File: config.mk
export PLATFORM = sky130hd
export DESIGN_NAME = iso_cycle_master
export DESIGN_NICKNAME = d
export VERILOG_FILES = /design/src/shared/iso_timing_pkg.sv /design/src/shared/cycle_if.sv /design/src/rtl/iso_cycle_master.sv /design/src/rtl/cycle_timer.sv /design/src/rtl/iso_param_check.sv
export SDC_FILE = /design/constraint.sdc
export NUM_CORES = 1
export LEC_CHECK = 0
export ABC_CLOCK_PERIOD_IN_PS = 18110
export BUFFER_PORTS_ARGS = -buffer_cell sky130_fd_sc_hd__buf_2
export CAP_MARGIN = 5
export CORE_ASPECT_RATIO = 0.9
export CORE_MARGIN = 8
export CORE_UTILIZATION = 50
export DETAILED_ROUTE_END_ITERATION = 8
export GPL_ROUTABILITY_DRIVEN = 0
export PLACE_DENSITY_LB_ADDON = 0.08
export SLEW_MARGIN = 20
export SYNTH_ARGS = -nofsm -noshare
export SYNTH_HDL_FRONTEND = slang
export SYNTH_SLANG_ARGS = --single-unit
File: constraint.sdc
create_clock -name clk_sys -period 18.11 [get_ports clk_sys]
set_input_delay 1.811 -clock clk_sys [delete_from_list [all_inputs] [get_ports clk_sys]]
set_output_delay 1.811 -clock clk_sys [all_outputs]
set_load 0.01 [all_outputs]
File: src/shared/iso_timing_pkg.sv
// Constants shared by the isochronous cycle controller
package iso_timing_pkg;
    localparam int CLK_PERIOD_NS  = 8;
    localparam int GRANULE_US     = 125;
    // Cycles per granule, rounded down
    localparam int GRANULE_CYCLES = (GRANULE_US * 1000) / CLK_PERIOD_NS;
    localparam int GRANULE_W      = 9;
    localparam int DATA_W         = 32;

    // Period is kept as n, in 250 us steps (two granules each)
    localparam logic [7:0] PERIOD_N_MIN    = 8'h0c;
    localparam logic [7:0] PERIOD_N_MAX    = 8'h40;
    localparam logic [7:0] PERIOD_N_RECALC = 8'h80;
    // Sample instant in granules: 250, 375, 500 or 625 us
    localparam logic [3:0] SAMPLE_U_MIN    = 4'h2;
    localparam logic [3:0] SAMPLE_U_MAX    = 4'h5;
    localparam logic [3:0] SAMPLE_U_AT_MAX = 4'h3;
    localparam logic [3:0] APPLY_GAP_U     = 4'h1;
    localparam logic [7:0] SPAN_ROUND_ADD  = 8'h7c;

    // Register byte addresses
    localparam logic [5:0] OFF_CTRL     = 6'h00;
    localparam logic [5:0] OFF_STATUS   = 6'h04;
    localparam logic [5:0] OFF_PERIOD   = 6'h08;
    localparam logic [5:0] OFF_SAMPLE   = 6'h0c;
    localparam logic [5:0] OFF_APPLY    = 6'h10;
    localparam logic [5:0] OFF_SPAN     = 6'h14;
    localparam logic [5:0] OFF_TOKEN    = 6'h18;
    localparam logic [5:0] OFF_SETPOINT = 6'h1c;
    localparam logic [5:0] OFF_ACTPOS   = 6'h20;
    localparam logic [5:0] OFF_CYCLES   = 6'h24;

    // Field positions
    localparam int CTRL_ENABLE_BIT  = 0;
    localparam int CTRL_ACYCLIC_BIT = 1;
    localparam int ST_VALID_BIT     = 0;
    localparam int ST_PERIOD_BAD    = 1;
    localparam int ST_APPLY_BAD     = 2;
    localparam int ST_SAMPLE_BAD    = 3;
    localparam int ST_REENTRY_BIT   = 4;
    localparam int ST_RUNNING_BIT   = 5;
    localparam int ST_ACYC_PEND_BIT = 6;

    // Reset values: a legal 3 ms setup
    localparam logic [7:0]  PERIOD_RST = 8'h0c;
    localparam logic [3:0]  SAMPLE_RST = 4'h2;
    localparam logic [8:0]  APPLY_RST  = 9'h00a;
    localparam logic [15:0] SPAN_RST   = 16'h0000;
    localparam logic [8:0]  TOKEN_RST  = 9'h1ff;
endpackage

File: src/shared/cycle_if.sv
// Cycle timing signals between controller and granule timer
`timescale 1ns/10ps
interface cycle_if;
    logic                                  run;
    logic [iso_timing_pkg::GRANULE_W-1:0]  periodUnits;
    logic                                  tick;
    logic [iso_timing_pkg::GRANULE_W-1:0]  granule;
    logic                                  cycleStart;

    modport timer (input run, input periodUnits, output tick, output granule, output cycleStart);
    modport user  (output run, output periodUnits, input tick, input granule, input cycleStart);
endinterface

File: src/rtl/iso_cycle_master.sv
// Bus-side controller of the isochronous cycle: frames, exchange, setpoints
//
// Functional notes
// RL1: Period is n times 250 us, n from 12 to 64; else rejected.
// RL2: Apply instant at least rounded exchange span plus 125 us, below period.
// RL3: Sample instant is 250, 375, 500 or 625 us from cycle start.
// RL4: With apply instant at period minus 125 us, sample at least 375 us.
// RL5: Sample instant never above period, never below one granule.
// RL6: Apply instant not above period, not below exchange span plus granule.
// RL7: Slave period equals the equidistant bus period used by the master.
// RL8: Application cycle runs one to one with the bus cycle.
// RL9: Slave latches positions at sample instant; master gets them next cycle.
// RL10: Slave adopts at apply instant setpoints computed in the previous cycle.
// RL11: Global control frame broadcast each cycle resynchronises the slave.
// RL12: One acyclic service after exchange, only within the token holding limit.
// RL13: Captured value is each axis actual position.
// RL14: Recalculating cyclic component forces 32 ms; period must be re-entered.
// RL15: Slave counts granules from each frame and fires strobes on match.
//
// The Avalon-MM interface to the registers and the register addresses were chosen for this implementation.
`timescale 1ns/10ps
module iso_cycle_master #(
    parameter int unsigned GRANULE_CYCLES = iso_timing_pkg::GRANULE_CYCLES,
    parameter int unsigned DW             = iso_timing_pkg::DATA_W
) (
    input  wire logic          clk_sys,          // System clock, 125 MHz
    input  wire logic          srst,             // Synchronous reset, active high
    input  wire logic          ce,               // Clock enable, freezes all state
    input  wire logic [5:0]    avs_address,      // Avalon byte address
    input  wire logic          avs_read,         // Avalon read
    input  wire logic          avs_write,        // Avalon write
    input  wire logic [31:0]   avs_writedata,    // Avalon write data
    output logic      [31:0]   avs_readdata,     // Avalon read data
    output logic               avs_waitrequest,  // Avalon wait request
    output logic               gcFrame,          // Global control frame pulse
    output logic               exchangeActive,   // Cyclic data exchange window
    output logic      [DW-1:0] setpointOut,      // Speed setpoint to slave
    input  wire logic [DW-1:0] actPosIn,         // Actual position from slave
    input  wire logic          actPosValid,      // Position word present
    output logic               acyclicReq,       // Acyclic service pulse
    output logic               busRunning        // Equidistant cycle running
);
    cycle_if cy ();

    // Configuration and state
    logic [1:0]    ctrl_reg;
    logic [7:0]    periodN_reg;
    logic [3:0]    sampleU_reg;
    logic [8:0]    applyU_reg;
    logic [15:0]   spanUs_reg;
    logic [8:0]    tokenLim_reg;
    logic [DW-1:0] setpoint_reg;
    logic [DW-1:0] actPos_reg;
    logic [31:0]   cycles_reg;
    logic          reentry_reg;
    logic          acycPend_reg;
    logic          exchDone_reg;
    logic          acycUsed_reg;
    logic          wait_reg;
    logic [31:0]   rdata_reg;
    logic          run_reg;
    logic          gc_reg;
    logic          exch_reg;
    logic [DW-1:0] spOut_reg;
    logic          acyc_reg;

    logic [9:0]    spanU;
    logic          periodOk;
    logic          sampleOk;
    logic          applyOk;

    iso_param_check u_check (
        .periodN  (periodN_reg),
        .sampleU  (sampleU_reg),
        .applyU   (applyU_reg),
        .spanUs   (spanUs_reg),
        .spanU    (spanU),
        .periodOk (periodOk),
        .sampleOk (sampleOk),
        .applyOk  (applyOk)
    );

    cycle_timer #(
        .GRANULE_CYCLES (GRANULE_CYCLES)
    ) u_timer (
        .clk_sys (clk_sys),
        .srst    (srst),
        .ce      (ce),
        .cy      (cy)
    );

    // Bus period and slave check share one register
    assign cy.periodUnits = {periodN_reg, 1'b0};  // [RL7]
    assign cy.run         = run_reg;

    wire configValid = periodOk && sampleOk && applyOk && !reentry_reg;

    // Avalon decode
    wire busReq  = (avs_read || avs_write) && wait_reg;
    wire wrStb   = avs_write && !wait_reg;
    wire wrCtrl  = wrStb && (avs_address == iso_timing_pkg::OFF_CTRL);
    wire wrPer   = wrStb && (avs_address == iso_timing_pkg::OFF_PERIOD);
    wire wrSamp  = wrStb && (avs_address == iso_timing_pkg::OFF_SAMPLE);
    wire wrApply = wrStb && (avs_address == iso_timing_pkg::OFF_APPLY);
    wire wrSpan  = wrStb && (avs_address == iso_timing_pkg::OFF_SPAN);
    wire wrToken = wrStb && (avs_address == iso_timing_pkg::OFF_TOKEN);
    wire wrSetp  = wrStb && (avs_address == iso_timing_pkg::OFF_SETPOINT);
    wire acycSet = wrCtrl && avs_writedata[iso_timing_pkg::CTRL_ACYCLIC_BIT];

    wire [31:0] statusWord = {25'h0000000, acycPend_reg, run_reg, reentry_reg,
                              !sampleOk, !applyOk, !periodOk, configValid};

    wire [31:0] rdMux =
        (avs_address == iso_timing_pkg::OFF_CTRL)     ? 32'(ctrl_reg) :
        (avs_address == iso_timing_pkg::OFF_STATUS)   ? statusWord :
        (avs_address == iso_timing_pkg::OFF_PERIOD)   ? 32'(periodN_reg) :
        (avs_address == iso_timing_pkg::OFF_SAMPLE)   ? 32'(sampleU_reg) :
        (avs_address == iso_timing_pkg::OFF_APPLY)    ? 32'(applyU_reg) :
        (avs_address == iso_timing_pkg::OFF_SPAN)     ? 32'(spanUs_reg) :
        (avs_address == iso_timing_pkg::OFF_TOKEN)    ? 32'(tokenLim_reg) :
        (avs_address == iso_timing_pkg::OFF_SETPOINT) ? 32'(setpoint_reg) :
        (avs_address == iso_timing_pkg::OFF_ACTPOS)   ? 32'(actPos_reg) :
        (avs_address == iso_timing_pkg::OFF_CYCLES)   ? cycles_reg :
        32'h00000000;

    // Cycle events
    wire [9:0] spanEndU  = (spanU == 10'h000) ? 10'h001 : spanU;
    wire       exchEnd   = exch_reg && cy.tick && ({1'b0, cy.granule} >= spanEndU);
    wire       tokenLeft = cy.granule < tokenLim_reg;
    // Never on a cycle start edge: the service must follow this cycle's exchange
    wire       acycFire  = run_reg && exchDone_reg && !acycUsed_reg && acycPend_reg && tokenLeft && !cy.cycleStart;

    // Bus slave: one wait cycle, then a single answer cycle
    always_ff @(posedge clk_sys) begin
        if (srst) begin
            wait_reg  <= 1'b1;
            rdata_reg <= 32'h00000000;
        end else if (ce) begin
            wait_reg <= !busReq;
            if (busReq && avs_read) begin
                rdata_reg <= rdMux;
            end
        end
    end

    // Configuration registers
    always_ff @(posedge clk_sys) begin
        if (srst) begin
            ctrl_reg     <= 2'b00;
            periodN_reg  <= iso_timing_pkg::PERIOD_RST;
            sampleU_reg  <= iso_timing_pkg::SAMPLE_RST;
            applyU_reg   <= iso_timing_pkg::APPLY_RST;
            spanUs_reg   <= iso_timing_pkg::SPAN_RST;
            tokenLim_reg <= iso_timing_pkg::TOKEN_RST;
            setpoint_reg <= '0;
            reentry_reg  <= 1'b0;
        end else if (ce) begin
            if (wrCtrl) begin
                ctrl_reg <= {1'b0, avs_writedata[iso_timing_pkg::CTRL_ENABLE_BIT]};
            end
            if (wrSpan) begin
                // New cyclic component: period forced to 32 ms until re-entered
                spanUs_reg  <= avs_writedata[15:0];
                periodN_reg <= iso_timing_pkg::PERIOD_N_RECALC;  // [RL14]
                reentry_reg <= 1'b1;  // [RL14]
            end else if (wrPer) begin
                periodN_reg <= avs_writedata[7:0];
                reentry_reg <= 1'b0;  // [RL14]
            end
            if (wrSamp) begin
                sampleU_reg <= avs_writedata[3:0];
            end
            if (wrApply) begin
                applyU_reg <= avs_writedata[8:0];
            end
            if (wrToken) begin
                tokenLim_reg <= avs_writedata[8:0];
            end
            if (wrSetp) begin
                setpoint_reg <= avs_writedata[DW-1:0];
            end
        end
    end

    // Run only on a checked setup; a bad write stops frames at once
    always_ff @(posedge clk_sys) begin
        if (srst) begin
            run_reg <= 1'b0;
        end else if (ce) begin
            run_reg <= ctrl_reg[iso_timing_pkg::CTRL_ENABLE_BIT] && configValid;  // [RL1] [RL2] [RL3] [RL4]
        end
    end

    // Frame, exchange window and setpoint handover
    always_ff @(posedge clk_sys) begin
        if (srst) begin
            gc_reg       <= 1'b0;
            exch_reg     <= 1'b0;
            exchDone_reg <= 1'b0;
            spOut_reg    <= '0;
            cycles_reg   <= '0;
        end else if (ce) begin
            gc_reg <= run_reg && cy.cycleStart;  // [RL11]
            if (!run_reg) begin
                exch_reg     <= 1'b0;
                exchDone_reg <= 1'b0;
            end else if (cy.cycleStart) begin
                exch_reg     <= 1'b1;
                exchDone_reg <= 1'b0;
                // Setpoint computed during the cycle just ended, one per cycle
                spOut_reg    <= setpoint_reg;  // [RL8] [RL10]
                cycles_reg   <= cycles_reg + 32'h00000001;
            end else if (exchEnd) begin
                exch_reg     <= 1'b0;
                exchDone_reg <= 1'b1;
            end
        end
    end

    // Positions arriving now were sampled by the slave in the previous cycle
    always_ff @(posedge clk_sys) begin
        if (srst) begin
            actPos_reg <= '0;
        end else if (ce && exch_reg && actPosValid) begin
            actPos_reg <= actPosIn;  // [RL9] [RL13]
        end
    end

    // Acyclic service: at most one per cycle, after exchange, within the limit
    always_ff @(posedge clk_sys) begin
        if (srst) begin
            acycPend_reg <= 1'b0;
            acycUsed_reg <= 1'b0;
            acyc_reg     <= 1'b0;
        end else if (ce) begin
            acyc_reg     <= acycFire;  // [RL12]
            // A new request in the issue cycle stays pending
            acycPend_reg <= acycSet || (acycPend_reg && !acycFire);
            if (cy.cycleStart || !run_reg) begin
                acycUsed_reg <= 1'b0;
            end else if (acycFire) begin
                acycUsed_reg <= 1'b1;  // [RL12]
            end
        end
    end

    assign avs_waitrequest = wait_reg;
    assign avs_readdata    = rdata_reg;
    assign gcFrame         = gc_reg;
    assign exchangeActive  = exch_reg;
    assign setpointOut     = spOut_reg;
    assign acyclicReq      = acyc_reg;
    assign busRunning      = run_reg;
endmodule

File: src/rtl/cycle_timer.sv
// Granule tick generator and position counter inside the bus cycle
`timescale 1ns/10ps
module cycle_timer #(
    parameter int unsigned GRANULE_CYCLES = iso_timing_pkg::GRANULE_CYCLES
) (
    input  wire logic clk_sys,  // System clock
    input  wire logic srst,     // Synchronous reset
    input  wire logic ce,       // Clock enable
    cycle_if.timer    cy        // Timing to controller
);
    localparam int CW = $clog2(GRANULE_CYCLES + 1);
    localparam logic [CW-1:0] LAST = CW'(GRANULE_CYCLES - 1);

    logic [CW-1:0] tickCnt_reg;
    logic          started_reg;
    wire           lastGranule = (cy.granule == cy.periodUnits - 9'h001);

    always_ff @(posedge clk_sys) begin
        if (srst) begin
            tickCnt_reg   <= '0;
            started_reg   <= 1'b0;
            cy.tick       <= 1'b0;
            cy.granule    <= '0;
            cy.cycleStart <= 1'b0;
        end else if (ce) begin
            cy.tick       <= 1'b0;
            cy.cycleStart <= 1'b0;
            if (!cy.run) begin
                tickCnt_reg <= '0;
                started_reg <= 1'b0;
                cy.granule  <= '0;
            end else if (!started_reg) begin
                // First frame goes out as soon as the bus starts
                started_reg   <= 1'b1;
                cy.cycleStart <= 1'b1;
            end else if (tickCnt_reg == LAST) begin
                tickCnt_reg <= '0;
                cy.tick     <= 1'b1;  // [RL15]
                if (lastGranule) begin
                    cy.granule    <= '0;
                    cy.cycleStart <= 1'b1;
                end else begin
                    cy.granule <= cy.granule + 9'h001;
                end
            end else begin
                tickCnt_reg <= tickCnt_reg + CW'(1);
            end
        end
    end
endmodule

File: src/rtl/iso_param_check.sv
// Range checks of period, sample instant and apply instant
`timescale 1ns/10ps
module iso_param_check (
    input  wire logic [7:0]  periodN,   // Period in 250 us steps
    input  wire logic [3:0]  sampleU,   // Sample instant in granules
    input  wire logic [8:0]  applyU,    // Apply instant in granules
    input  wire logic [15:0] spanUs,    // Data exchange span in us
    output logic [9:0]       spanU,     // Span rounded up to granules
    output logic             periodOk,  // Period legal
    output logic             sampleOk,  // Sample instant legal
    output logic             applyOk    // Apply instant legal
);
    function automatic logic [9:0] roundUpGranules(input logic [15:0] us);
        logic [16:0] sum;
        sum = {1'b0, us} + {9'h000, iso_timing_pkg::SPAN_ROUND_ADD};
        roundUpGranules = 10'(sum / 17'd125);
    endfunction

    wire [9:0]  periodG = {1'b0, periodN, 1'b0};
    wire [10:0] applyMin = {1'b0, spanU} + {7'h00, iso_timing_pkg::APPLY_GAP_U};
    wire        applyAtMax = ({1'b0, applyU} == periodG - 10'h001);

    assign spanU    = roundUpGranules(spanUs);
    assign periodOk = (periodN >= iso_timing_pkg::PERIOD_N_MIN) &&
                      (periodN <= iso_timing_pkg::PERIOD_N_MAX);  // [RL1]
    assign sampleOk = (sampleU >= iso_timing_pkg::SAMPLE_U_MIN) &&
                      (sampleU <= iso_timing_pkg::SAMPLE_U_MAX) &&
                      ({6'h00, sampleU} <= periodG) &&  // [RL3] [RL5]
                      (!applyAtMax || sampleU >= iso_timing_pkg::SAMPLE_U_AT_MAX);  // [RL4]
    assign applyOk  = ({2'b00, applyU} >= applyMin) &&
                      ({1'b0, applyU} < periodG);  // [RL2] [RL6]
endmodule

==> summary.md <==
| Metric | Value |
|---|---|
| Worst hold path startpoint | setpointOut[5]$_SDFFE_PP0P_ |
| Number of sinks on the clock net | 242 |
| Placement-stage worst setup slack | around 6.3 ns |
| Total number of placement rows | 58 |
| Depth of the most critical reg-to-reg path | 42 |
| Clock tree root driver cell | clkbuf_16 |
| Total core area | roughly 28000 sq um |
| Worst slew margin relative to its limit | 0.299 |
| Type of the tightest min-delay check | reg -> reg |
| Clock input transition at the sequential cells of the worst setup and hold paths | around 0.06 ns |
| Critical R2R Capture | avs_readdata[0]$_SDFFE_PP0P_ |
| Data arrival at the endpoint of the critical path | approximately 13 ns |
| Detailed placement HPWL | approximately 32000 microns |
| Global-route wire length before repair | 69700 microns |
| Wirelength, routed | about 44000 microns |
| Worst Path Required | approximately 19 ns |
| RSZ-0062 raised after global routing | false |
| Top flip-flop cell by instance count after synthesis | dfxtp_1 |
| CTS buffer count | 27 |
| Top-level port count | around 150 |
| Post CTS Setup Buffer Count | 0 |
| Distinct cell type count of the synthesized netlist | 96 |
| Overall Global Routing Usage | 0.252 |
| Worst-case clock buffer depth | 3 |
| Area overhead of the layout relative to synthesis | 13.0% |
| Initial Utilization | 0.503 |
| Total Nets Final | around 2000 |
| Layout cells sized above 1 | 0.131 |
| Initial antenna violation count | 4 |
| Setup slack on the worst flop-to-flop path | approximately 6 ns |
| Number of buffers and inverters on the critical path | 2 |
| DIE WIDTH | roughly 190 microns |
| Pin count of the biggest net entering global routing | 74 |
| Syn Std Cell Area | 13900 sq um |
| Post-Synthesis Net Count | roughly 2000 |
| Slew at the pin closest to its max-slew limit | 1.05 ns |
| Worst ir drop on vdd | between 0.07 and 0.08 mV |
| Worst Path Max Fanout | 15 |
| Number of fillers in the final layout | 2664 |
| Per-cell via count in the routed design | 5.99 |
| Number of warnings issued by yosys | 0 |
| Share of the clock period used by the worst path after layout | 0.665 |
| Reg2Reg Launch Point | spanUs_reg[2]$_SDFFE_PP0P_ |
| Final clock skew | roughly 0.026 ns |
| Hold Path Depth | 2 |
| DRC | 0 |
| Mean post-synth cell area | 7.63 sq um |
| Cell with the most instances after synthesis | nand2_1 |
| Total iterations of the first detailed-routing run | 7 |
| Number of flops mapped to enable cells by yosys | 0 |
| Share of async-settable or async-resettable flops after synthesis | 0 |
| LEAKAGE | 5.84 nW |
| Delay-heaviest family, CP | compound AO/OA/AOI/OAI gates |
| Final Critical Period | between 10 and 15 ns |
| Hold-fix buffers, CTS | 0 |
| Routed WL per cell | roughly 19 microns |
| Final ANT Viol Nets | 0 |
| CTS-repair resized insts | 0 |
| Category of the worst setup path capture point | flop |
| Number of pins with negative max-slew slack in the final report | 0 |
| Hold Crit Endpoint | setpointOut[5]$_SDFFE_PP0P_ |
| Register bit count reported by yosys | about 240 |
| Element type at the critical path start | flop |
| Synth top cells by count | 378 x nand2_1, 242 x dfxtp_1, 222 x a21oi_1 |
| Area share of the largest cell type after synthesis | 0.348 |
| Clock latency of the later-clocked register in the worst-skew pair | roughly 0.56 ns |
| Number of instances in the synthesized netlist | between 1500 and 2000 |
| Total negative slack | 0 ns |
| Fin worst setup slack | just over 6 ns |
| Total via count after detailed routing | ~14000 |
| Delay of the slowest cell on the worst path | ~0.79 ns |
| Number of setup violations in the final report | 0 |
| Final hold violations | 0 |
| Outcome | finished clean |
| Kind of critical path | reg -> reg |
| Peak Freq | 0.0830 GHz |
| Max Cap Violations | 0 |
| Main area contributors after synthesis | dfxtp_1 35%, nand2_1 10%, a21oi_1 8.0% |
| Core occupancy in the finished layout | 0.568 |
| Fraction of the yosys area taken by sequential cells | 0.348 |
| Vias in the first global route | 12900 |
| PwrDens | just over 70 nW/um^2 |
| Clock tree from TritonCTS | built |
| Remaining global-route overflow | 0 |
| Number of H-tree branching levels | 1 |
| Largest area contributor in the netlist | dfxtp_1 |
| Total Die Area | 33500 sq um |
| Total of buffers placed on input and output ports | about 140 |
| Die height | about 170 microns |
| Number of DRC violations after detailed-routing iteration 0 | 1261 |
| Slowest cell on the critical path | a31oi_1 |
[how the worst max path moves through the flow]
stage,start,to,cells past startpoint
4_1_cts,spanUs_reg[2]$_SDFFE_PP0P_,avs_readdata[0]$_SDFFE_PP0P_,42
2_1_floorplan,spanUs_reg[2]$_SDFFE_PP0P_,avs_readdata[0]$_SDFFE_PP0P_,45
3_3_place_gp,spanUs_reg[2]$_SDFFE_PP0P_,avs_readdata[0]$_SDFFE_PP0P_,42
6_report,spanUs_reg[2]$_SDFFE_PP0P_,avs_readdata[0]$_SDFFE_PP0P_,42
3_5_place_dp,spanUs_reg[2]$_SDFFE_PP0P_,avs_readdata[0]$_SDFFE_PP0P_,42
5_1_grt,spanUs_reg[2]$_SDFFE_PP0P_,avs_readdata[0]$_SDFFE_PP0P_,41
[area by class of cell]
cell class	instances	area, sq um	share of cell area
multi-input cells	1436	8540	0.542
flip-flops and latches	242	4840	0.308
repair buffers	160	847	0.0538
clock buffers	41	808	0.0513
well taps	360	450	0.0286
inverters	41	154	0.00977
clock inverters	7	105	0.00667
diodes	3	7.51	0.000477
[kinds of logic (layout without fill, tap and decap cells)]
family | Yosys count | count (layout) | synth area share
simple gates | 776 | 776 | 0.250
compound gates | 469 | 469 | 0.219
flops | 242 | 242 | 0.348
buf+inv | 150 | 249 | 0.0423
xor+xnor | 110 | 110 | 0.0702
fa+ha+maj | 47 | 47 | 0.0422
mux | 34 | 34 | 0.0294
other cells | 0 | 3 | 0
[cells in the final DEF, fill, tap and decap left out, types with 15 or more instances in the layout]
master and instances:
a211oi_1 16, o211ai_1 17, ha_1 47, xnor2_1 49
and3_1 17, o21ai_0 53, a222oi_1 27, xor2_1 59
a21oi_1 222, nor3_1 33, clkbuf_16 27, a31oi_1 15
nand3_1 57, buf_4 16, nand2_1 378, buf_2 143
dfxtp_1 242, and2_1 16, inv_1 38, mux2i_1 27
nor2_1 157, nand2b_1 16, nand4_1 20
[per-stage QoR]
stage               power, W  cell area, sq um  cells  hold WS (ns)
floorplan           0.000571             13900   1828         0.436
global placement    0.000593             14800   2239         0.440
detailed placement  0.000593             14800   2239         0.444
CTS                  0.00115             15700   2287         0.452
global route         0.00117             15800   2289         0.468
finish               0.00114             15800   2290         0.449
[tightest hold or removal path, stage by stage, from the launching register on]
cell and delay (ns):
dfxtp_1 0.30, nand2_1 0.05, a21oi_1 0.05
[where the power goes]
group	total, W	switching [W]	internal, W
Sequential	0.000536	0.00000188	0.000534
Combinational	0.0000453	0.0000308	0.0000146
Clock	0.000561	0.000225	0.000336
[layer usage]
metal / part of all wire / up-vias / track usage
li1: - / 6658 / -
met1: 0.46 / 6469 / 0.353
met2: 0.44 / 520 / 0.394
met3: 0.072 / 67 / 0.0421
met4: 0.025 / 4 / 0.0671
met5: 0.00041 / - / 0
Power figures use the tool's default switching activity.
